<file path="src/pkg/srp_pkg.sv">
// shared constants, commands and carriers for the status reporting block
package srp_pkg;

	// ****************************************
	// widths and reset values
	// ****************************************
	localparam int SRP_REG_W = 16;          // status register width
	localparam int SRP_ERR_W = 16;          // error code width, two's complement
	localparam int SRP_ERRQ_DEPTH = 8;      // default error queue depth
	localparam logic [15:0] SRP_PTR_RESET = 16'hFFFF;  // rising filter all ones
	localparam logic [15:0] SRP_NTR_RESET = 16'h0000;  // falling filter all zeros
	localparam logic [7:0] SRP_ESR_RESET = 8'h80;      // power-on event seen

	// ****************************************
	// operation register bit positions
	// ****************************************
	localparam int SRP_OP_ADJUST = 0;       // adjusting_flag
	localparam int SRP_OP_SETTLE = 1;       // settling after a setting command
	localparam int SRP_OP_MEASURE = 4;      // measuring
	localparam int SRP_OP_TRIGWAIT = 5;     // waiting for trigger
	localparam int SRP_OP_SELFTEST = 9;     // self test query running

	// ****************************************
	// status byte, event latch and poll positions
	// ****************************************
	localparam int SRP_STB_ERRQ = 2;        // error queue not empty
	localparam int SRP_STB_QUES = 3;        // questionable summary
	localparam int SRP_STB_MAV = 4;         // output buffer holds data
	localparam int SRP_STB_ESB = 5;         // event_summary_bit
	localparam int SRP_STB_MSS = 6;         // master_summary_flag
	localparam int SRP_STB_OPER = 7;        // operation summary
	localparam logic [7:0] SRP_SRQ_MASK = 8'hBC;  // bits 2,3,4,5,7 raise a request
	localparam int SRP_ESR_OPC = 0;         // operation complete
	localparam int SRP_ESR_QUERY = 2;       // query error
	localparam int SRP_ESR_DEV = 3;         // device dependent error
	localparam int SRP_ESR_EXEC = 4;        // execution error
	localparam int SRP_ESR_CMD = 5;         // command error
	localparam int SRP_PPC_SENSE = 3;       // poll config: invert choice
	localparam logic [15:0] SRP_NO_ERROR = 16'h0000;  // empty queue answer

	// ****************************************
	// commands and queries
	// ****************************************
	typedef enum logic [4:0] {
		SRP_OPER_COND_Q, SRP_OPER_EVENT_Q, SRP_OPER_ENAB_W, SRP_OPER_ENAB_Q,
		SRP_OPER_PTR_W, SRP_OPER_PTR_Q, SRP_OPER_NTR_W, SRP_OPER_NTR_Q,
		SRP_QUES_COND_Q, SRP_QUES_EVENT_Q, SRP_QUES_ENAB_W, SRP_QUES_ENAB_Q,
		SRP_STB_Q, SRP_SRE_W, SRP_SRE_Q, SRP_ESE_W, SRP_ESE_Q, SRP_ESR_Q,
		SRP_PPE_W, SRP_PPE_Q, SRP_IST_Q, SRP_PPC_W, SRP_PPU_W,
		SRP_ERR_Q, SRP_CLS_W, SRP_OPC_W
	} srp_cmd_t;

	// live activity of the instrument
	typedef struct packed {
		logic adjusting;
		logic settling;
		logic measuring;
		logic trig_wait;
		logic self_test;
	} srp_activity_t;

	// one-cycle event pulses from the command engine
	typedef struct packed {
		logic query_err;
		logic dev_err;
		logic exec_err;
		logic cmd_err;
	} srp_event_t;

	// answer to a command or query
	typedef struct packed {
		logic valid;
		logic [15:0] data;
	} srp_resp_t;

endpackage

</file>
<file path="src/rtl/srp_err_queue.sv">
// first-in first-out error queue memory with registered read data
`timescale 1ns/10ps
module srp_err_queue
	import srp_pkg::*;
#(
	parameter int DEPTH = SRP_ERRQ_DEPTH,
	parameter int WIDTH = SRP_ERR_W
)
(
	input wire logic clk,
	input wire logic sys_rst,
	input wire logic clear,
	input wire logic push,
	input wire logic [WIDTH-1:0] push_code,
	input wire logic fetch,
	output logic [WIDTH-1:0] rd_data,
	output logic not_empty
);

	localparam int AW = (DEPTH > 1) ? $clog2(DEPTH) : 1;

	// refuse depths that the wrapping pointers cannot serve
	if (DEPTH < 2 || (DEPTH & (DEPTH - 1)) != 0)
	begin
		$error("error queue depth must be a power of two, at least 2");
	end

	logic [WIDTH-1:0] mem [DEPTH];       // stored entries
	logic [AW-1:0] head_reg;             // oldest entry
	logic [AW-1:0] tail_reg;             // next free slot
	logic [AW:0] count_reg;              // entries held
	logic full;
	logic empty;
	logic do_push;
	logic do_pop;
	logic [AW-1:0] wr_slot;              // slot written this cycle
	logic [AW:0] count_next;             // fill count after this cycle

	assign full = (count_reg == (AW+1)'(DEPTH));
	assign empty = (count_reg == '0);
	// full queue drops newcomer
	// old entries survive; a clear empties first, so an error in that cycle is kept
	assign do_push = push && (clear || !full);
	assign do_pop = fetch && !empty && !clear;
	assign wr_slot = clear ? '0 : tail_reg;
	assign count_next = clear ? (AW+1)'(do_push)
		: count_reg + (AW+1)'(do_push) - (AW+1)'(do_pop);

	// entry storage, written only, never reset
	always_ff @(posedge clk)
	begin
		if (do_push)
			mem[wr_slot] <= push_code;
	end

	// fetch takes the head out; an empty queue answers zero
	always_ff @(posedge clk)
	begin
		if (sys_rst)
			rd_data <= '0;
		else if (fetch)
			rd_data <= empty ? WIDTH'(SRP_NO_ERROR) : mem[head_reg];
	end

	// pointers and fill count
	always_ff @(posedge clk)
	begin
		if (sys_rst)
		begin
			head_reg <= '0;
			tail_reg <= '0;
			count_reg <= '0;
		end
		else
		begin
			if (clear)
				head_reg <= '0;
			else if (do_pop)
				head_reg <= head_reg + 1'b1;
			if (do_push)
				tail_reg <= wr_slot + 1'b1;
			else if (clear)
				tail_reg <= '0;
			count_reg <= count_next;
		end
	end

	// status byte queue bit, registered
	always_ff @(posedge clk)
	begin
		if (sys_rst)
			not_empty <= 1'b0;
		else
			not_empty <= (count_next != '0);
	end

endmodule

</file>
<file path="src/rtl/srp_status_core.sv">
// status reporting: operation register, status byte, polls and error queue
// What this block does
// - operation bit 0 high during adjustment
// - bit 1 high while settling after setting
// - bit 5 high while awaiting trigger
// - bit 9 high during self test query
// - live part current; latched part cleared by read
// - questionable condition and event parts always read zero
// - request when enabled bits 2,3,4,5,7 set
// - summary bits combine masked lower sources
// - completion after complete command raises request
// - bit 7 summarises operation register
// - falling filter latches one-to-zero changes
// - serial poll returns status byte query value
// - state flag ORs the status byte bits enabled by poll mask
// - controller assigns poll line and inversion
// - dedicated query returns state flag
// - queries return the part's bit pattern
// - every err_push pulse pushes one queue entry while the queue has room or is being cleared; error events do not push
// - error query pops one; empty gives zero
// - bit 5 set by enabled event latch
// - bit 6 set while request pending
`timescale 1ns/10ps
module srp_status_core
	import srp_pkg::*;
#(
	parameter int ERRQ_DEPTH = SRP_ERRQ_DEPTH
)
(
	input wire logic clk,
	input wire logic sys_rst,
	input wire srp_activity_t activity,
	input wire srp_event_t events,
	input wire logic all_done,
	input wire logic out_buf_avail,
	input wire logic err_push,
	input wire logic [SRP_ERR_W-1:0] err_code,
	input wire logic cmd_valid,
	input wire srp_cmd_t cmd_code,
	input wire logic [15:0] cmd_data,
	input wire logic spoll_req,
	input wire logic ppoll_active,
	output logic cmd_ready_reg,
	output srp_resp_t resp_reg,
	output logic srq_reg,
	output logic ist_reg,
	output logic [7:0] status_byte_reg,
	output logic spoll_valid_reg,
	output logic [7:0] spoll_byte_reg,
	output logic [7:0] ppoll_dio_reg,
	output logic [7:0] ppoll_oe_n_reg
);

	// ****************************************
	// state and storage
	// ****************************************
	typedef enum {SRP_IDLE, SRP_ERR_WAIT} srp_state_t;

	srp_state_t state_reg;               // command engine state
	logic [15:0] oper_cond_reg;          // live activity
	logic [15:0] oper_event_reg;         // latched activity
	logic [15:0] oper_enab_reg;          // summary mask
	logic [15:0] oper_ptr_reg;           // rising transition filter
	logic [15:0] oper_ntr_reg;           // falling_edge_filter
	logic [15:0] ques_enab_reg;          // stored and read back, feeds no summary
	logic [7:0] standard_event_latch;    // event latch
	logic [7:0] event_summary_mask;      // event enable
	logic [7:0] service_request_enable_mask;
	logic [7:0] poll_bit_mask;
	logic [2:0] ppc_line_reg;            // assigned data line
	logic ppc_invert_reg;                // reply inverted
	logic ppc_on_reg;                    // poll reply configured
	logic opc_armed_reg;                 // completion watch armed
	logic errq_not_empty;
	logic [SRP_ERR_W-1:0] errq_data;

	// ****************************************
	// combinational status network
	// ****************************************
	logic accept;
	logic [15:0] cond_next;
	logic [15:0] oper_set;
	logic oper_summary;
	logic event_summary_bit;
	logic master_summary_flag;
	logic [7:0] stb_next;
	logic individual_state_flag;
	logic [7:0] esr_set;
	logic [15:0] query_data;
	logic is_query;

	assign accept = cmd_valid && cmd_ready_reg;

	// live part built from activity
	always_comb
	begin
		cond_next = 16'h0000;
		cond_next[SRP_OP_ADJUST] = activity.adjusting;
		cond_next[SRP_OP_SETTLE] = activity.settling;
		cond_next[SRP_OP_MEASURE] = activity.measuring;
		cond_next[SRP_OP_TRIGWAIT] = activity.trig_wait;
		cond_next[SRP_OP_SELFTEST] = activity.self_test;
	end

	assign oper_set = (cond_next & ~oper_cond_reg & oper_ptr_reg)
		| (~cond_next & oper_cond_reg & oper_ntr_reg);

	assign oper_summary = |(oper_event_reg & oper_enab_reg);
	assign event_summary_bit = |(standard_event_latch & event_summary_mask);

	// status byte, then its master bit from the other enabled bits
	always_comb
	begin
		stb_next = 8'h00;
		stb_next[SRP_STB_ERRQ] = errq_not_empty;
		stb_next[SRP_STB_QUES] = 1'b0;
		stb_next[SRP_STB_MAV] = out_buf_avail;
		stb_next[SRP_STB_ESB] = event_summary_bit;
		stb_next[SRP_STB_OPER] = oper_summary;
		master_summary_flag = |(stb_next & service_request_enable_mask & SRP_SRQ_MASK);
		stb_next[SRP_STB_MSS] = master_summary_flag;
		individual_state_flag = |(stb_next & poll_bit_mask);
	end

	// event latch sources; completion waits for all earlier commands
	always_comb
	begin
		esr_set = 8'h00;
		esr_set[SRP_ESR_OPC] = opc_armed_reg && all_done;
		esr_set[SRP_ESR_QUERY] = events.query_err;
		esr_set[SRP_ESR_DEV] = events.dev_err;
		esr_set[SRP_ESR_EXEC] = events.exec_err;
		esr_set[SRP_ESR_CMD] = events.cmd_err;
	end

	// query answers, each the plain bit pattern of the part
	always_comb
	begin
		query_data = 16'h0000;
		is_query = 1'b1;
		unique case (cmd_code)
			SRP_OPER_COND_Q: query_data = oper_cond_reg;
			SRP_OPER_EVENT_Q: query_data = oper_event_reg;
			SRP_OPER_ENAB_Q: query_data = oper_enab_reg;
			SRP_OPER_PTR_Q: query_data = oper_ptr_reg;
			SRP_OPER_NTR_Q: query_data = oper_ntr_reg;
			SRP_QUES_COND_Q, SRP_QUES_EVENT_Q: query_data = 16'h0000;
			SRP_QUES_ENAB_Q: query_data = ques_enab_reg;
			SRP_STB_Q: query_data = {8'h00, status_byte_reg};
			SRP_SRE_Q: query_data = {8'h00, service_request_enable_mask};
			SRP_ESE_Q: query_data = {8'h00, event_summary_mask};
			SRP_ESR_Q: query_data = {8'h00, standard_event_latch};
			SRP_PPE_Q: query_data = {8'h00, poll_bit_mask};
			SRP_IST_Q: query_data = {15'h0000, ist_reg};
			default: is_query = 1'b0;
		endcase
	end

	// ****************************************
	// operation and questionable registers
	// ****************************************

	always_ff @(posedge clk)
	begin
		if (sys_rst)
			oper_cond_reg <= 16'h0000;
		else
			oper_cond_reg <= cond_next;
	end

	// latched part clears on read, a same-cycle event still lands
	always_ff @(posedge clk)
	begin
		if (sys_rst)
			oper_event_reg <= 16'h0000;
		else if (accept && (cmd_code == SRP_OPER_EVENT_Q || cmd_code == SRP_CLS_W))
			oper_event_reg <= oper_set;
		else
			oper_event_reg <= oper_event_reg | oper_set;
	end

	// masks and filters written by commands
	always_ff @(posedge clk)
	begin
		if (sys_rst)
		begin
			oper_enab_reg <= 16'h0000;
			oper_ptr_reg <= SRP_PTR_RESET;
			oper_ntr_reg <= SRP_NTR_RESET;
			ques_enab_reg <= 16'h0000;
			service_request_enable_mask <= 8'h00;
			event_summary_mask <= 8'h00;
			poll_bit_mask <= 8'h00;
		end
		else if (accept)
		begin
			unique case (cmd_code)
				SRP_OPER_ENAB_W: oper_enab_reg <= cmd_data;
				SRP_OPER_PTR_W: oper_ptr_reg <= cmd_data;
				SRP_OPER_NTR_W: oper_ntr_reg <= cmd_data;
				SRP_QUES_ENAB_W: ques_enab_reg <= cmd_data;
				SRP_SRE_W: service_request_enable_mask <= cmd_data[7:0];
				SRP_ESE_W: event_summary_mask <= cmd_data[7:0];
				SRP_PPE_W: poll_bit_mask <= cmd_data[7:0];
				default: ;
			endcase
		end
	end

	// ****************************************
	// event latch and completion watch
	// ****************************************

	// read or clear empties the latch; new events win over it
	always_ff @(posedge clk)
	begin
		if (sys_rst)
			standard_event_latch <= SRP_ESR_RESET;
		else if (accept && (cmd_code == SRP_ESR_Q || cmd_code == SRP_CLS_W))
			standard_event_latch <= esr_set;
		else
			standard_event_latch <= standard_event_latch | esr_set;
	end

	// armed by the complete command, fires once when all is done
	always_ff @(posedge clk)
	begin
		if (sys_rst)
			opc_armed_reg <= 1'b0;
		else if (accept && cmd_code == SRP_OPC_W)
			opc_armed_reg <= 1'b1;
		else if (all_done || (accept && cmd_code == SRP_CLS_W))
			opc_armed_reg <= 1'b0;
	end

	// ****************************************
	// status byte, request and polls
	// ****************************************

	// registered summary outputs
	always_ff @(posedge clk)
	begin
		if (sys_rst)
		begin
			status_byte_reg <= 8'h00;
			srq_reg <= 1'b0;
			ist_reg <= 1'b0;
		end
		else
		begin
			status_byte_reg <= stb_next;
			srq_reg <= master_summary_flag;
			ist_reg <= individual_state_flag;
		end
	end

	// serial poll answers with the status byte
	always_ff @(posedge clk)
	begin
		if (sys_rst)
		begin
			spoll_valid_reg <= 1'b0;
			spoll_byte_reg <= 8'h00;
		end
		else
		begin
			spoll_valid_reg <= spoll_req;
			if (spoll_req)
				spoll_byte_reg <= status_byte_reg;
		end
	end

	always_ff @(posedge clk)
	begin
		if (sys_rst)
		begin
			ppc_line_reg <= 3'h0;
			ppc_invert_reg <= 1'b0;
			ppc_on_reg <= 1'b0;
		end
		else if (accept && cmd_code == SRP_PPC_W)
		begin
			ppc_line_reg <= cmd_data[2:0];
			ppc_invert_reg <= cmd_data[SRP_PPC_SENSE];
			ppc_on_reg <= 1'b1;
		end
		else if (accept && cmd_code == SRP_PPU_W)
			ppc_on_reg <= 1'b0;
	end

	// one line driven with the optionally inverted flag
	always_ff @(posedge clk)
	begin
		if (sys_rst)
		begin
			ppoll_dio_reg <= 8'h00;
			ppoll_oe_n_reg <= 8'hFF;
		end
		else
		begin
			ppoll_dio_reg <= 8'h00;
			ppoll_oe_n_reg <= 8'hFF;
			if (ppoll_active && ppc_on_reg)
			begin
				ppoll_dio_reg[ppc_line_reg] <= ist_reg ^ ppc_invert_reg;
				ppoll_oe_n_reg[ppc_line_reg] <= 1'b0;
			end
		end
	end

	// ****************************************
	// command engine and error queue
	// ****************************************

	srp_err_queue #(
		.DEPTH(ERRQ_DEPTH),
		.WIDTH(SRP_ERR_W)
	) u_errq (
		.clk(clk),
		.sys_rst(sys_rst),
		.clear(accept && cmd_code == SRP_CLS_W),
		.push(err_push),
		.push_code(err_code),
		.fetch(accept && cmd_code == SRP_ERR_Q),
		.rd_data(errq_data),
		.not_empty(errq_not_empty)
	);

	// error query waits one cycle for the queue read data
	always_ff @(posedge clk)
	begin
		if (sys_rst)
		begin
			state_reg <= SRP_IDLE;
			cmd_ready_reg <= 1'b0;
			resp_reg <= '0;
		end
		else
		begin
			resp_reg.valid <= 1'b0;
			cmd_ready_reg <= 1'b1;
			unique case (state_reg)
				SRP_IDLE:
				begin
					if (accept && cmd_code == SRP_ERR_Q)
					begin
						state_reg <= SRP_ERR_WAIT;
						cmd_ready_reg <= 1'b0;
					end
					else if (accept && is_query)
					begin
						resp_reg.valid <= 1'b1;
						resp_reg.data <= query_data;
					end
				end
				SRP_ERR_WAIT:
				begin
					resp_reg.valid <= 1'b1;
					resp_reg.data <= errq_data;
					state_reg <= SRP_IDLE;
				end
			endcase
		end
	end
endmodule

</file>
<file path="config.mk">
export PLATFORM = sky130hd
export DESIGN_NAME = srp_status_core
export DESIGN_NICKNAME = d
export VERILOG_FILES = /design/src/pkg/srp_pkg.sv /design/src/rtl/srp_err_queue.sv /design/src/rtl/srp_status_core.sv
export SDC_FILE = /design/constraint.sdc
export NUM_CORES = 1
export LEC_CHECK = 0
export BUFFER_PORTS_ARGS = -buffer_cell sky130_fd_sc_hd__buf_2
export CAP_MARGIN = 10
export CELL_PAD_IN_SITES_DETAIL_PLACEMENT = 0
export CELL_PAD_IN_SITES_GLOBAL_PLACEMENT = 1
export CORE_AREA = 2 2 182 166
export CTS_CLUSTER_DIAMETER = 100
export CTS_CLUSTER_SIZE = 28
export DETAILED_ROUTE_END_ITERATION = 12
export DIE_AREA = 0 0 184 168
export PLACE_DENSITY_LB_ADDON = 0.1
export SLEW_MARGIN = 25
export SYNTH_ARGS = -nofsm -noshare
export SYNTH_HDL_FRONTEND = slang
export SYNTH_SLANG_ARGS = --single-unit
export TNS_END_PERCENT = 100
</file>
<file path="constraint.sdc">
create_clock -name clk -period 7.3 [get_ports clk]
set_input_delay 0.73 -clock clk [delete_from_list [all_inputs] [get_ports clk]]
set_output_delay 0.73 -clock clk [all_outputs]
set_load 0.02 [all_outputs]
</file>
# Yosys cells after proc, flatten, opt, wreduce, memory -nomap -nowiden
# Memory sizes are Yosys's and may differ from the RTL's. A register that Yosys moved wholly into a read port is not among the register bits.
# Index checks and enable logic that the tools add are counted.
# totals
regBits	246
in_bits	54
out_inout_bits	53
n_memories	1
word_cells	156
ram_bits	128
# mem_list
name	depth	width	rd	rd_clocked_by_memory_dff	wr	line	text
u_errq.mem	8	16	1	1	1	srp_err_queue.sv:28	logic [WIDTH-1:0] mem [DEPTH];
# op_classes
n_mux	25
n_bitwise	17
n_lt_le_gt_ge	2
add_sub_neg	4
n_reduce_logical	44
n_eq_ne	30
# op_table
op	count
one-hot mux 16 bit (12 select lines)	1
AND 16 bit	4
one-hot mux 32 bit (2 select lines)	1
== test 5 bit, second input constant	10
== test 5 x 4 -> 1 bit, second input constant	8
2-to-1 mux 17 bit	2
one-hot mux 17 bit (2 select lines)	1
AND 8 bit	4
== test 32 x 1 -> 1 bit, second input constant	1
zero test 32 bit	1
2-to-1 mux 16 bit	2
2-to-1 mux 32 bit	1
OR 16 bit	2
== test 5 x 3 -> 1 bit, second input constant	4
AND 10 x 16 -> 16 bit	1
inverter 10 -> 16 bit	1
inverter 16 bit	1
AND reduction 2 bit	8
OR reduction 16 bit	1
OR reduction 8 bit	2
logical AND 1 bit	15
OR reduction 14 bit	1
2-to-1 mux 3 bit	4
== test 5 x 2 -> 1 bit, second input constant	2
25 further kinds	44

# Depth between registers and ports, before layout
# Gate-level depths: netlist of the first run.
# depth
depth_word	8
ltp_mapped	12
ltp_nobuf	10

# Modules after synthesis
# A second synthesis of the first run with hierarchy kept.
# hier_totals
hier_cells	1162
area_unflattened_um2	13183.9
# modules_own_cells
mod	seq_area_each_um2	area_per_inst_um2	cells_per_inst	instances
srp_status_core	3143.0	6946.7	786	1
srp_err_queue	4444.3	6237.2	376	1

# Least setup slack after synthesis of the first run
# Ideal clock, no wire load.
# synth_timing
path_kind	input-to-reg
start	input cmd_code[3]
end	memory u_errq.mem[2][0] (netlist bit) (enable)
t_required_ps	6891
setup_slack_ps	4202
path_stages	6
path_buffers	1
arrival_ps	2689
setup_time_ps	409
path_cell_list	buf_4 -> nor2b_2 -> nand3b_1 -> and2_1 -> nand3_1 -> nor3_1
# synth_via
elab_chain_len	6
elab_cells_between_ends	7
cone_classes	eq/ne (1); mux (3); reduce/logical (3)
# synth_rtl
item	line	text
start: declaration	srp_status_core.sv:39	input wire srp_cmd_t cmd_code,
== test 5 bit (*)	srp_status_core.sv:321	.clear(accept && cmd_code == SRP_CLS_W),
logical AND 1 bit (*)	srp_status_core.sv:321	
logical OR 1 bit	srp_err_queue.sv:43	assign do_push = push && (clear || !full);
logical AND 1 bit	srp_err_queue.sv:43	
2-to-1 mux 1 bit	srp_err_queue.sv:52	if (do_push)
2-to-1 mux 1 bit (not written as such)	srp_err_queue.sv:53	mem[wr_slot] <= push_code;
end: declaration	srp_err_queue.sv:28	
# Every way passes the cells marked *; elsewhere a longest branch is shown, timed or not.

# Final worst setup path of the first run
# layout_timing
start	input cmd_code[4]
end	register u_errq.not_empty
# layout_via
elab_chain_len	8
elab_cells_between_ends	13
cone_classes	add/sub (2); eq/ne (2); mux (1); reduce/logical (8)
# layout_rtl
item	line	text
== test 5 bit	srp_status_core.sv:321	
logical AND 1 bit	srp_status_core.sv:321	
logical OR 1 bit	srp_err_queue.sv:43	
logical AND 1 bit	srp_err_queue.sv:43	
adder 4 x 1 -> 4 bit	srp_err_queue.sv:47	: count_reg + (AW+1)'(do_push) - (AW+1)'(do_pop);
subtractor 4 x 1 -> 4 bit	srp_err_queue.sv:47	
2-to-1 mux 4 bit (*)	srp_err_queue.sv:46	assign count_next = clear ? (AW+1)'(do_push)
nonzero test 4 bit (*)	srp_err_queue.sv:94	not_empty <= (count_next != '0);
end signal: assignment	srp_err_queue.sv:94	
end: declaration	srp_err_queue.sv:17	output logic not_empty
# Marked as above.
# A chain may end at the register's enable or synchronous reset.

==> results of run 1 <==
==> worst max-delay path, delay by kind of cell <==
kind                       cells  cell delay, ns
AOI/OAI and AO/OA              2            0.48
adders and majority gates      2            0.63
buffers and inverters          2            0.60
and+or+nand+nor                3            1.37
==> cell usage in the layout, fill, tap and decap left out, types with 4 or more instances in the layout <==
master and n:
and4_1 4, xnor2_1 5, a32o_1 9, a222oi_1 4
clkbuf_16 15, mux4_2 32, buf_2 99, o22ai_1 6
nor3_1 16, a21oi_1 70, nor2b_1 14, a22o_1 11
edfxtp_1 128, mux2_2 23, clkbuf_1 6, conb_1 6
nand3b_1 23, and2_1 9, nand2b_1 10, o21ai_0 9
nand2_1 168, a22oi_1 24, nor3b_1 4, nand3_1 36
inv_1 9, nor2_1 84, and3_1 12, nor2_2 4
o211ai_1 9, dfxtp_1 186, mux2i_1 42, a31oi_1 17
buf_4 14, ha_1 8
==> power by group <==
| group | total, W | switching, W | internal (W) |
|---|---|---|---|
| registers | 0.00192 | 0.0000268 | 0.00189 |
| logic | 0.000285 | 0.000179 | 0.000107 |
| clock network | 0.000956 | 0.000558 | 0.000397 |
| total | 0.00316 | 0.000764 | 0.00240 |
==> worst paths after layout <==
path	from	to	cells after the start
worst min register to register	ques_enab_reg[9]$_SDFFE_PP0P_	ques_enab_reg[9]$_SDFFE_PP0P_	2
worst min-delay path	events[2]	standard_event_latch[3]$_SDFF_PP0_	3
worst max-delay path	cmd_code[4]	u_errq.not_empty$_SDFF_PP0_	9
worst max register to register	cmd_ready_reg$_SDFF_PP0_	u_errq.not_empty$_SDFF_PP0_	8
==> cell families after synthesis <==
logic type / Yosys count / share of synthesized area (%)
compound gates: 183 / 9.56
xor+xnor: 7 / 0.475
fa+ha+maj: 9 / 0.930
buf+inv: 91 / 3.60
flops: 315 / 58.8
mux: 97 / 10.8
other cells: 1 / 0.0290
simple gates: 415 / 15.8
==> area by class of cell <==
class | count | share of cell area, %
Inverter | 10 | 0.267
Sequential cell | 315 | 54.1
Tap cell | 372 | 3.32
Clock inverter | 3 | 0.241
Timing Repair Buffer | 113 | 4.28
Multi-Input combinational cell | 717 | 35.0
Clock buffer | 21 | 2.83
==> metrics by stage <==
stage               area (um^2)  utilization (%)  instances  power, W  hold slack, ns
floorplan                 12900                -       1123   0.00214           0.432
global placement          13600             46.4       1527   0.00224           0.439
detailed placement        13600             46.4       1527   0.00224           0.442
CTS                       14000             47.9       1551   0.00319           0.410
global route              14000             47.9       1551   0.00329           0.414
finish                    14000             47.9       1551   0.00316           0.420
==> per-layer routing <==
metal | track usage, % | vias up
met5 | 0 | -
met2 | 32.4 | 242
met1 | 34.4 | 4386
met4 | 4.38 | 2
met3 | 3.16 | 33
li1 | - | 4152
==> flow_summary_export.csv, run 1 <==
group,metric,value,unit
route,wl_met2,14600,um
route,postRouteAntennaNets,0,
worst_setup_path,crit_arrival,3.83,ns
clock_network,clock_sinks,315,
floorplanning,pin_count,107,
grt,grt_pass1_wl,52200,um
finish,fillers,2726,
finish,layout-drive-gt1-share,17.8,%
route,vias,8815,
route,drc,0,
logic_synthesis,async_flop_share,0,%
timing,finalCriticalPeriod,3.46,ns
finish,n_antenna_cell,0,
clock_network,cts-root-buf,"clkbuf_16",
timing,rsz0062_at_grt,"no",
worst_setup_path,worst_path_largest_cell_delay,0.73,ns
floorplanning,dieArea,30900,um^2
timing,final-hold-violation-count,0,
floorplanning,num_rows,60,
route,routed_wl,34000,um
clock_network,clockBufferDepth,3,
worst_setup_path,path_max_fanout,26,
logic_synthesis,synth_edf_count,128,
power,leakage,4.83,nW
timing,fmax,0.289,GHz
timing,finClkSkew,0.0274,ns
worst_setup_path,critical_path.endpoint_type,"flip-flop",
timing,period_share,47.5,%
logic_synthesis,yosys.area.top_type,"edfxtp_1",
worst_setup_path,worst_ep_required_time,7.66,ns
route,via_per_inst,5.68,
outcome,status,"finished clean",
route,wl_met1,16700,um
floorplanning,start_util,44.1,%
placed_design,post-dp-hpwl,22400,um
logic_synthesis,yosysMostFrequentCell,"dfxtp_1",
logic_synthesis,yosys-top-cells-count,"dfxtp_1, nand2_1, edfxtp_1, nor2_1, a21oi_1",
clock_network,cts_resized,0,
timing,max_slew_margin,33.5,%
timing,tightest_slew,0.997,ns
grt,antenna_found_initial,1,
route,met3_length,2030,um
finish,synthToLayoutAreaGrowth,8.70,%
timing,setup_viol,0,
finish,nets,1235,
floorplanning,dieWidth,184,um
logic_synthesis,syn-mean-instance-area,11.6,um^2
clock_network,cts_tree,"built",
power,max-vdd-ir-drop,0.000246,V
floorplanning,core_area,29300,um^2
route,maxUsedRoutingLayer,"met5",
timing,slew_violations,0,
logic_synthesis,synth_top_cell_area_share,29.8,%
logic_synthesis,ys_types,75,
clock_network,post_cts_buffers,0,
clock_network,worstSkewPairLatency,0.51,ns
clock_network,cts_buffers,15,
placed_design,gp_congestion,0.827,
logic_synthesis,synth_cells,1118,
logic_synthesis,ys_seq_area_share,58.8,%
worst_setup_path,crit_type,"in -> reg",
worst_setup_path,startpoint_type,"input port",
route,post_drt_wl_per_cell,21.9,um
route,drt_pass1_iterations,5,
route,drt_iter0_drc,727,
grt,grt-ovfl-total,0,
worst_setup_path,r2r_slack,4.21,ns
placed_design,place_worst_setup_slack,3.33,ns
worst_setup_path,slowest_stage,"nor4_4",
worst_setup_path,cp_cell_sequence,"buf_2 > nand3_2 > nor4_4 > o21ai_1 > inv_1 > ha_1 > fa_1 > nor4b_1 > a211oi_1",
hold_path,hold_class,"in -> reg",
floorplanning,die_y,168,um
logic_synthesis,synth_area_leaders,"edfxtp_1, dfxtp_1, mux4_2",
timing,setup_tns,0,ns
logic_synthesis,syn-cell-area,12900,um^2
logic_synthesis,ys.flop_type,"dfxtp_1",
clock_network,cts_max_level,1,
finish,multi_input_area,4910,um^2
finish,ff_latch_area,7590,um^2
grt,grt_use_total,22.0,%
run,cap_violations,0,
clock_network,cts.clk_slew.worst_paths,0.11,ns
finish,largest_reg_flops,128,
timing,setup_ws,3.84,ns
grt,grt_pass1_vias,8373,
power,pwr_density_cell,225,nW/um^2
clock_network,cts-hold-fix-buffers,0,
placed_design,port_buffers,100,
logic_synthesis,ys_warn_count,0,
grt,grt_max_degree,90,
logic_synthesis,synth-seq-cells,315,
Note: power is estimated with default switching activity, not from simulation.
==> run 2: changes to the inputs <==
==> constraint.sdc (replaced) <==
create_clock -name clk -period 3.4 [get_ports clk]
set_input_delay 0.34 -clock clk [delete_from_list [all_inputs] [get_ports clk]]
set_output_delay 0.34 -clock clk [all_outputs]
set_load 0.02 [all_outputs]
==> flow_summary_export.csv, run 2 (synthesis results as in run 1) <==
group,metric,value,unit
outcome,status,"finished clean",
power,total_power,0.00688,W
worst_setup_path,timing.rr.start,"cmd_ready_reg$_SDFF_PP0_",
worst_setup_path,worst_ep_required_time,3.78,ns
finish,fillers,2679,
floorplanning,die_y,168,um
finish,largest_reg_flops,128,
route,drt_iter0_drc,762,
finish,synthToLayoutAreaGrowth,9.67,%
clock_network,clockBufferDepth,3,
worst_setup_path,crit_type,"reg -> reg",
power,power_frac_comb,9.2,%
route,post_drt_wl_per_cell,21.9,um
worst_setup_path,reg2reg_to,"u_errq.not_empty$_SDFF_PP0_",
grt,grt_use_total,22.1,%
floorplanning,dieArea,30900,um^2
hold_path,worst_hold_path.endpoint,"standard_event_latch[3]$_SDFF_PP0_",
timing,fmax,0.395,GHz
timing,setup_viol,0,
worst_setup_path,crit_top_cell,"ha_1",
floorplanning,num_rows,60,
power,seqPwrFrac,59.9,%
worst_setup_path,cp_cell_sequence,"nand3_2 > a311oi_2 > ha_1 > inv_1 > ha_1 > fa_1 > nor4b_1 > a211oi_1",
clock_network,cts_buffers,15,
hold_path,min_path_cells,3,
grt,grt_max_degree,108,
finish,layout-drive-gt1-share,18.6,%
power,p_switching,0.00165,W
power,switching_share,24.0,%
power,pwr_density_cell,485,nW/um^2
worst_setup_path,critical_path.endpoint_type,"flip-flop",
floorplanning,pin_count,107,
timing,finalCriticalPeriod,2.53,ns
worst_setup_path,slowest_stage,"dfxtp_1",
clock_network,cts-root-buf,"clkbuf_16",
route,postRouteAntennaNets,0,
finish,stdcell_count,1566,
placed_design,port_buffers,100,
placed_design,post-dp-hpwl,22900,um
clock_network,cts-hold-fix-buffers,0,
route,drc,0,
worst_setup_path,startpoint_type,"flip-flop",
worst_setup_path,reg2regPathDepth,8,
route,routed_wl,34200,um
finish,nets,1250,
clock_network,cts_resized,0,
floorplanning,start_util,44.1,%
clock_network,worstSkewPairLatency,0.51,ns
floorplanning,core_area,29300,um^2
grt,antenna_found_initial,3,
clock_network,cts.clk_slew.worst_paths,0.11,ns
run,cap_violations,0,
placed_design,post-place-cells,1542,
worst_setup_path,path_max_fanout,7,
power,pwr-share-clk,30.9,%
timing,finClkSkew,0.0134,ns
finish,mostFrequentLayoutCell,"dfxtp_1",
route,via_per_inst,5.61,
timing,hold_slack,0.0209,ns
power,power.internal,0.00523,W
clock_network,cts_max_level,1,
clock_network,post_cts_buffers,0,
timing,setup_tns,0,ns
placed_design,gp_congestion,0.889,
worst_setup_path,worst_path_largest_cell_delay,0.44,ns
timing,rsz0062_at_grt,"no",
worst_setup_path,crit_arrival,2.92,ns
worst_setup_path,r2r_slack,0.87,ns
finish,mostFrequentLayoutCells,"dfxtp_1, nand2_1, edfxtp_1, buf_2, nor2_1",
clock_network,clock_sinks,315,
hold_path,hold_class,"in -> reg",
clock_network,cts_tree,"built",
power,max-vdd-ir-drop,0.000367,V
floorplanning,dieWidth,184,um
grt,grt_pass1_vias,8286,
route,vias,8787,
timing,final-hold-violation-count,0,
power,leakage,4.91,nW
timing,tightest_slew,0.984,ns
hold_path,hold_start,"events[2]",
grt,grt_pass1_wl,52100,um
timing,slew_violations,0,
grt,grt-ovfl-total,0,
timing,period_share,74.5,%
route,drt_pass1_iterations,7,
timing,max_slew_margin,34.3,%
run 2: power groups by stage:
stage,clock (W),sequential [W],combinational (W)
after CTS,0.00219,0.00412,0.000636
after global routing,0.00229,0.00413,0.000690
after floorplan,0,0.00419,0.000408
after detailed placement,0,0.00421,0.000631
after global placement,0,0.00420,0.000629
final,0.00212,0.00412,0.000632
run 2: how the worst max path moves through the flow:
| stage | start | endpoint | cells past startpoint |
|---|---|---|---|
| final | cmd_ready_reg$_SDFF_PP0_ | u_errq.not_empty$_SDFF_PP0_ | 8 |
| after global placement | cmd_code[2] | u_errq.not_empty$_SDFF_PP0_ | 11 |
| after CTS | cmd_ready_reg$_SDFF_PP0_ | u_errq.not_empty$_SDFF_PP0_ | 8 |
| after detailed placement | cmd_code[2] | u_errq.not_empty$_SDFF_PP0_ | 11 |
| after floorplan | cmd_code[3] | u_errq.mem[2][0]$_DFFE_PP_ | 6 |
| after global routing | cmd_ready_reg$_SDFF_PP0_ | u_errq.not_empty$_SDFF_PP0_ | 9 |
run 2: critical path, delay by kind of cell, from the launching register on:
| kind | cells | cell delay [ns] |
|---|---|---|
| AO/OA/AOI/OAI | 2 | 0.46 |
| adder cells (fa/ha/maj) | 3 | 0.91 |
| buffers and inverters | 1 | 0.06 |
| flip-flops | 1 | 0.44 |
| AND/OR/NAND/NOR | 2 | 0.54 |
run 2: through the flow:
| stage | instance area, um^2 | util (%) | setup slack (ns) |
|---|---|---|---|
| after floorplan | 12900 | - | 0.692 |
| after global placement | 13700 | 46.8 | 0.728 |
| after detailed placement | 13700 | 46.8 | 0.672 |
| after CTS | 14200 | 48.4 | 0.885 |
| after global routing | 14200 | 48.4 | 0.662 |
| final | 14200 | 48.4 | 0.868 |
run 2: area by class of cell:
| class | count | area, um^2 | area share [%] |
|---|---|---|---|
| clock inverter | 2 | 50.0 | 0.353 |
| tap | 372 | 465 | 3.29 |
| timing repair buffer | 128 | 726 | 5.12 |
| clock buffer | 21 | 398 | 2.81 |
| antenna | 1 | 2.50 | 0.0177 |
| sequential | 315 | 7590 | 53.6 |
| multi-input combinational | 717 | 4890 | 34.6 |
| inverter | 10 | 37.5 | 0.265 |
run 2: routing by layer:
| metal | GRT usage, % | share of wire [%] |
|---|---|---|
| met5 | 0 | 0.070 |
| met4 | 4.49 | 2.0 |
| met3 | 2.86 | 5.8 |
| met2 | 32.7 | 43 |
| met1 | 34.6 | 49 |
==> run 3: changes to the inputs <==
--- a/config.mk
+++ b/config.mk
@@ -5,15 +5,16 @@
 export SDC_FILE = /design/constraint.sdc
 export NUM_CORES = 1
 export LEC_CHECK = 0
+export ABC_AREA = 1
 export BUFFER_PORTS_ARGS = -buffer_cell sky130_fd_sc_hd__buf_2
 export CAP_MARGIN = 10
 export CELL_PAD_IN_SITES_DETAIL_PLACEMENT = 0
 export CELL_PAD_IN_SITES_GLOBAL_PLACEMENT = 1
-export CORE_AREA = 2 2 182 166
+export CORE_AREA = 2 2 192 175
 export CTS_CLUSTER_DIAMETER = 100
 export CTS_CLUSTER_SIZE = 28
 export DETAILED_ROUTE_END_ITERATION = 12
-export DIE_AREA = 0 0 184 168
+export DIE_AREA = 0 0 194 177
 export PLACE_DENSITY_LB_ADDON = 0.1
 export SLEW_MARGIN = 25
 export SYNTH_ARGS = -nofsm -noshare
==> constraint.sdc (replaced) <==
create_clock -name clk -period 2.3 [get_ports clk]
set_input_delay 0.23 -clock clk [delete_from_list [all_inputs] [get_ports clk]]
set_output_delay 0.23 -clock clk [all_outputs]
set_load 0.02 [all_outputs]
==> flow_summary_export.csv, run 3 <==
group,metric,value,unit
floorplanning,die_y,177,um
route,vias,10473,
worst_setup_path,worst_path_largest_cell_delay,0.44,ns
grt,grt_use_total,21.8,%
timing,finClkSkew,0.0251,ns
grt,grt_pass1_wl,57900,um
clock_network,cts-root-buf,"clkbuf_16",
clock_network,worstSkewPairLatency,0.52,ns
route,drt_pass1_iterations,7,
timing,hold_slack,0.0275,ns
floorplanning,pin_count,107,
logic_synthesis,syn-mean-instance-area,8.89,um^2
finish,final_util,46.6,%
finish,stdcell_count,2027,
logic_synthesis,synth_top_cell_area_share,29.4,%
finish,layout-drive-gt1-share,13.8,%
timing,fmax,0.458,GHz
logic_synthesis,yosys.area.top_type,"edfxtp_1",
worst_setup_path,path_max_fanout,6,
route,drc,0,
route,postRouteAntennaNets,0,
worst_setup_path,cp_cell_sequence,"nand2_4 > nor2_4 > inv_2 > nor2_4 > nand2_4 > inv_4 > ha_1 > inv_2 > ha_4 > fa_2 > o21ai_1 > a31oi_1",
timing,tightest_slew,0.849,ns
logic_synthesis,ys_types,40,
route,routed_wl,37800,um
timing,setup_viol,0,
timing,max_slew_margin,42.8,%
placed_design,port_buffers,100,
floorplanning,core_area,32500,um^2
power,pwr_density_cell,675,nW/um^2
power,leakage,6.11,nW
clock_network,cts.clk_slew.worst_paths,0.11,ns
logic_synthesis,synth_area_leaders,"edfxtp_1, dfxtp_1, nor2_1",
hold_path,hold_class,"in -> reg",
logic_synthesis,yosys-top-cells-count,"nor2_1, nand2_1, dfxtp_1, o21ai_0, edfxtp_1",
worst_setup_path,worst_ep_required_time,2.68,ns
timing,period_share,95.0,%
grt,grt_max_degree,65,
logic_synthesis,async_flop_share,0,%
route,post_drt_wl_per_cell,18.6,um
worst_setup_path,crit_arrival,2.56,ns
floorplanning,num_rows,63,
grt,grt-ovfl-total,0,
finish,fillers,3206,
logic_synthesis,ys.flop_type,"dfxtp_1",
clock_network,clockBufferDepth,3,
worst_setup_path,crit_type,"reg -> reg",
placed_design,post-dp-hpwl,25100,um
worst_setup_path,startpoint_type,"flip-flop",
logic_synthesis,ys_seq_area_share,58.1,%
timing,slew_violations,0,
clock_network,cts_tree,"built",
logic_synthesis,synth_edf_count,128,
logic_synthesis,synth-seq-cells,315,
finish,synthToLayoutAreaGrowth,15.8,%
floorplanning,dieWidth,194,um
route,drt_iter0_drc,772,
logic_synthesis,yosysMostFrequentCell,"nor2_1",
finish,largest_reg_flops,128,
placed_design,post-place-cells,1965,
worst_setup_path,slowest_stage,"fa_2",
placed_design,gp_congestion,0.898,
finish,nets,1659,
run,cap_violations,0,
power,max-vdd-ir-drop,0.000412,V
route,via_per_inst,5.17,
timing,final-hold-violation-count,0,
outcome,status,"finished clean",
grt,grt_pass1_vias,9685,
finish,n_antenna_cell,0,
timing,finalCriticalPeriod,2.19,ns
floorplanning,dieArea,34300,um^2
grt,antenna_found_initial,0,
clock_network,cts_max_level,1,
logic_synthesis,ys_warn_count,0,
logic_synthesis,synth_cells,1469,
logic_synthesis,syn-cell-area,13100,um^2
clock_network,cts_buffers,15,
finish,mostFrequentLayoutCell,"nor2_1",
floorplanning,start_util,40.2,%
clock_network,clock_sinks,315,
worst_setup_path,critical_path.endpoint_type,"flip-flop",
finish,mostFrequentLayoutCells,"nor2_1, nand2_1, dfxtp_1, o21ai_0, edfxtp_1",
==> run 3: logic make-up (layout without fill, tap and decap cells) <==
kind of cell,count (synthesis),count (layout),share of synthesized area [%]
and+or+nand+nor,693,693,23.0
DFF,315,315,58.1
AOI/OAI and AO/OA,260,260,11.0
buffers and inverters,173,304,5.62
muxes,16,16,1.23
adders and majority gates,9,9,0.920
xor gates and xnor gates,2,2,0.134
other,1,6,0.0287
==> run 3: worst paths after layout <==
check | cells past startpoint | to | startpoint | slack, ns
setup / recovery | 12 | u_errq.not_empty$_SDFF_PP0_ | cmd_ready_reg$_SDFF_PP0_ | 0.11
hold / removal | 3 | standard_event_latch[7]$_SDFFE_PP1P_ | sys_rst | 0.03
setup reg to reg | 12 | u_errq.not_empty$_SDFF_PP0_ | cmd_ready_reg$_SDFF_PP0_ | 0.11
hold reg to reg | 2 | oper_enab_reg[7]$_SDFFE_PP0P_ | oper_enab_reg[7]$_SDFFE_PP0P_ | 0.46
==> run 3: what timing repair did <==
action | 4_1_cts | 5_1_grt
gates resized for setup | 0 | 3
hold buffers | 35 | 0
setup endpoints to repair | 0 | 1
endpoints found under the hold margin | 168 | 0
buffers inserted | 0 | 1
==> run 3: per-stage QoR <==
step	area [um^2]	total power (W)	setup slack, ns	TNS (ns)
2_1_floorplan	13100	0.00681	0.0209	0
3_3_place_gp	14300	0.00721	0.0908	0
3_5_place_dp	14300	0.00722	0.0890	0
4_1_cts	15100	0.0103	0.0900	0
5_1_grt	15100	0.0107	-0.00237	-0.00237
6_report	15100	0.0102	0.115	0
==> run 3: where the power goes <==
group / total (W) / internal (W) / switching (W)
Sequential: 0.00608 / 0.00601 / 0.0000713
Combinational: 0.00108 / 0.000374 / 0.000702
Clock: 0.00305 / 0.00127 / 0.00178
==> run 3: area by class of cell <==
type                    count  area (um^2)  area share (%)
multi-input cells         986         4800            31.8
flip-flops and latches    315         7590            50.2
well taps                 422          528            3.49
clock inverters             4         38.8           0.256
inverters                  89          339            2.24
clock buffers              22          402            2.66
repair buffers            189         1420            9.38
==> run 3: worst max-delay path, delay by kind of cell (launching register included) <==
kind / cells / cell delay, ns
flip-flops: 1 / 0.37
AO/OA/AOI/OAI: 2 / 0.21
buffers and inverters: 3 / 0.20
adder cells (fa/ha/maj): 3 / 0.80
AND/OR/NAND/NOR: 4 / 0.47
==> run 3: per-layer routing <==
metal	part of all wire (%)	GRT usage [%]	routed length, um	up-vias
li1	-	-	-	5220
met1	51	33.5	19300	4960
met2	43	32.5	16100	249
met3	4.2	2.42	1600	44
met4	2.2	5.21	819	0
met5	0	0	0	-
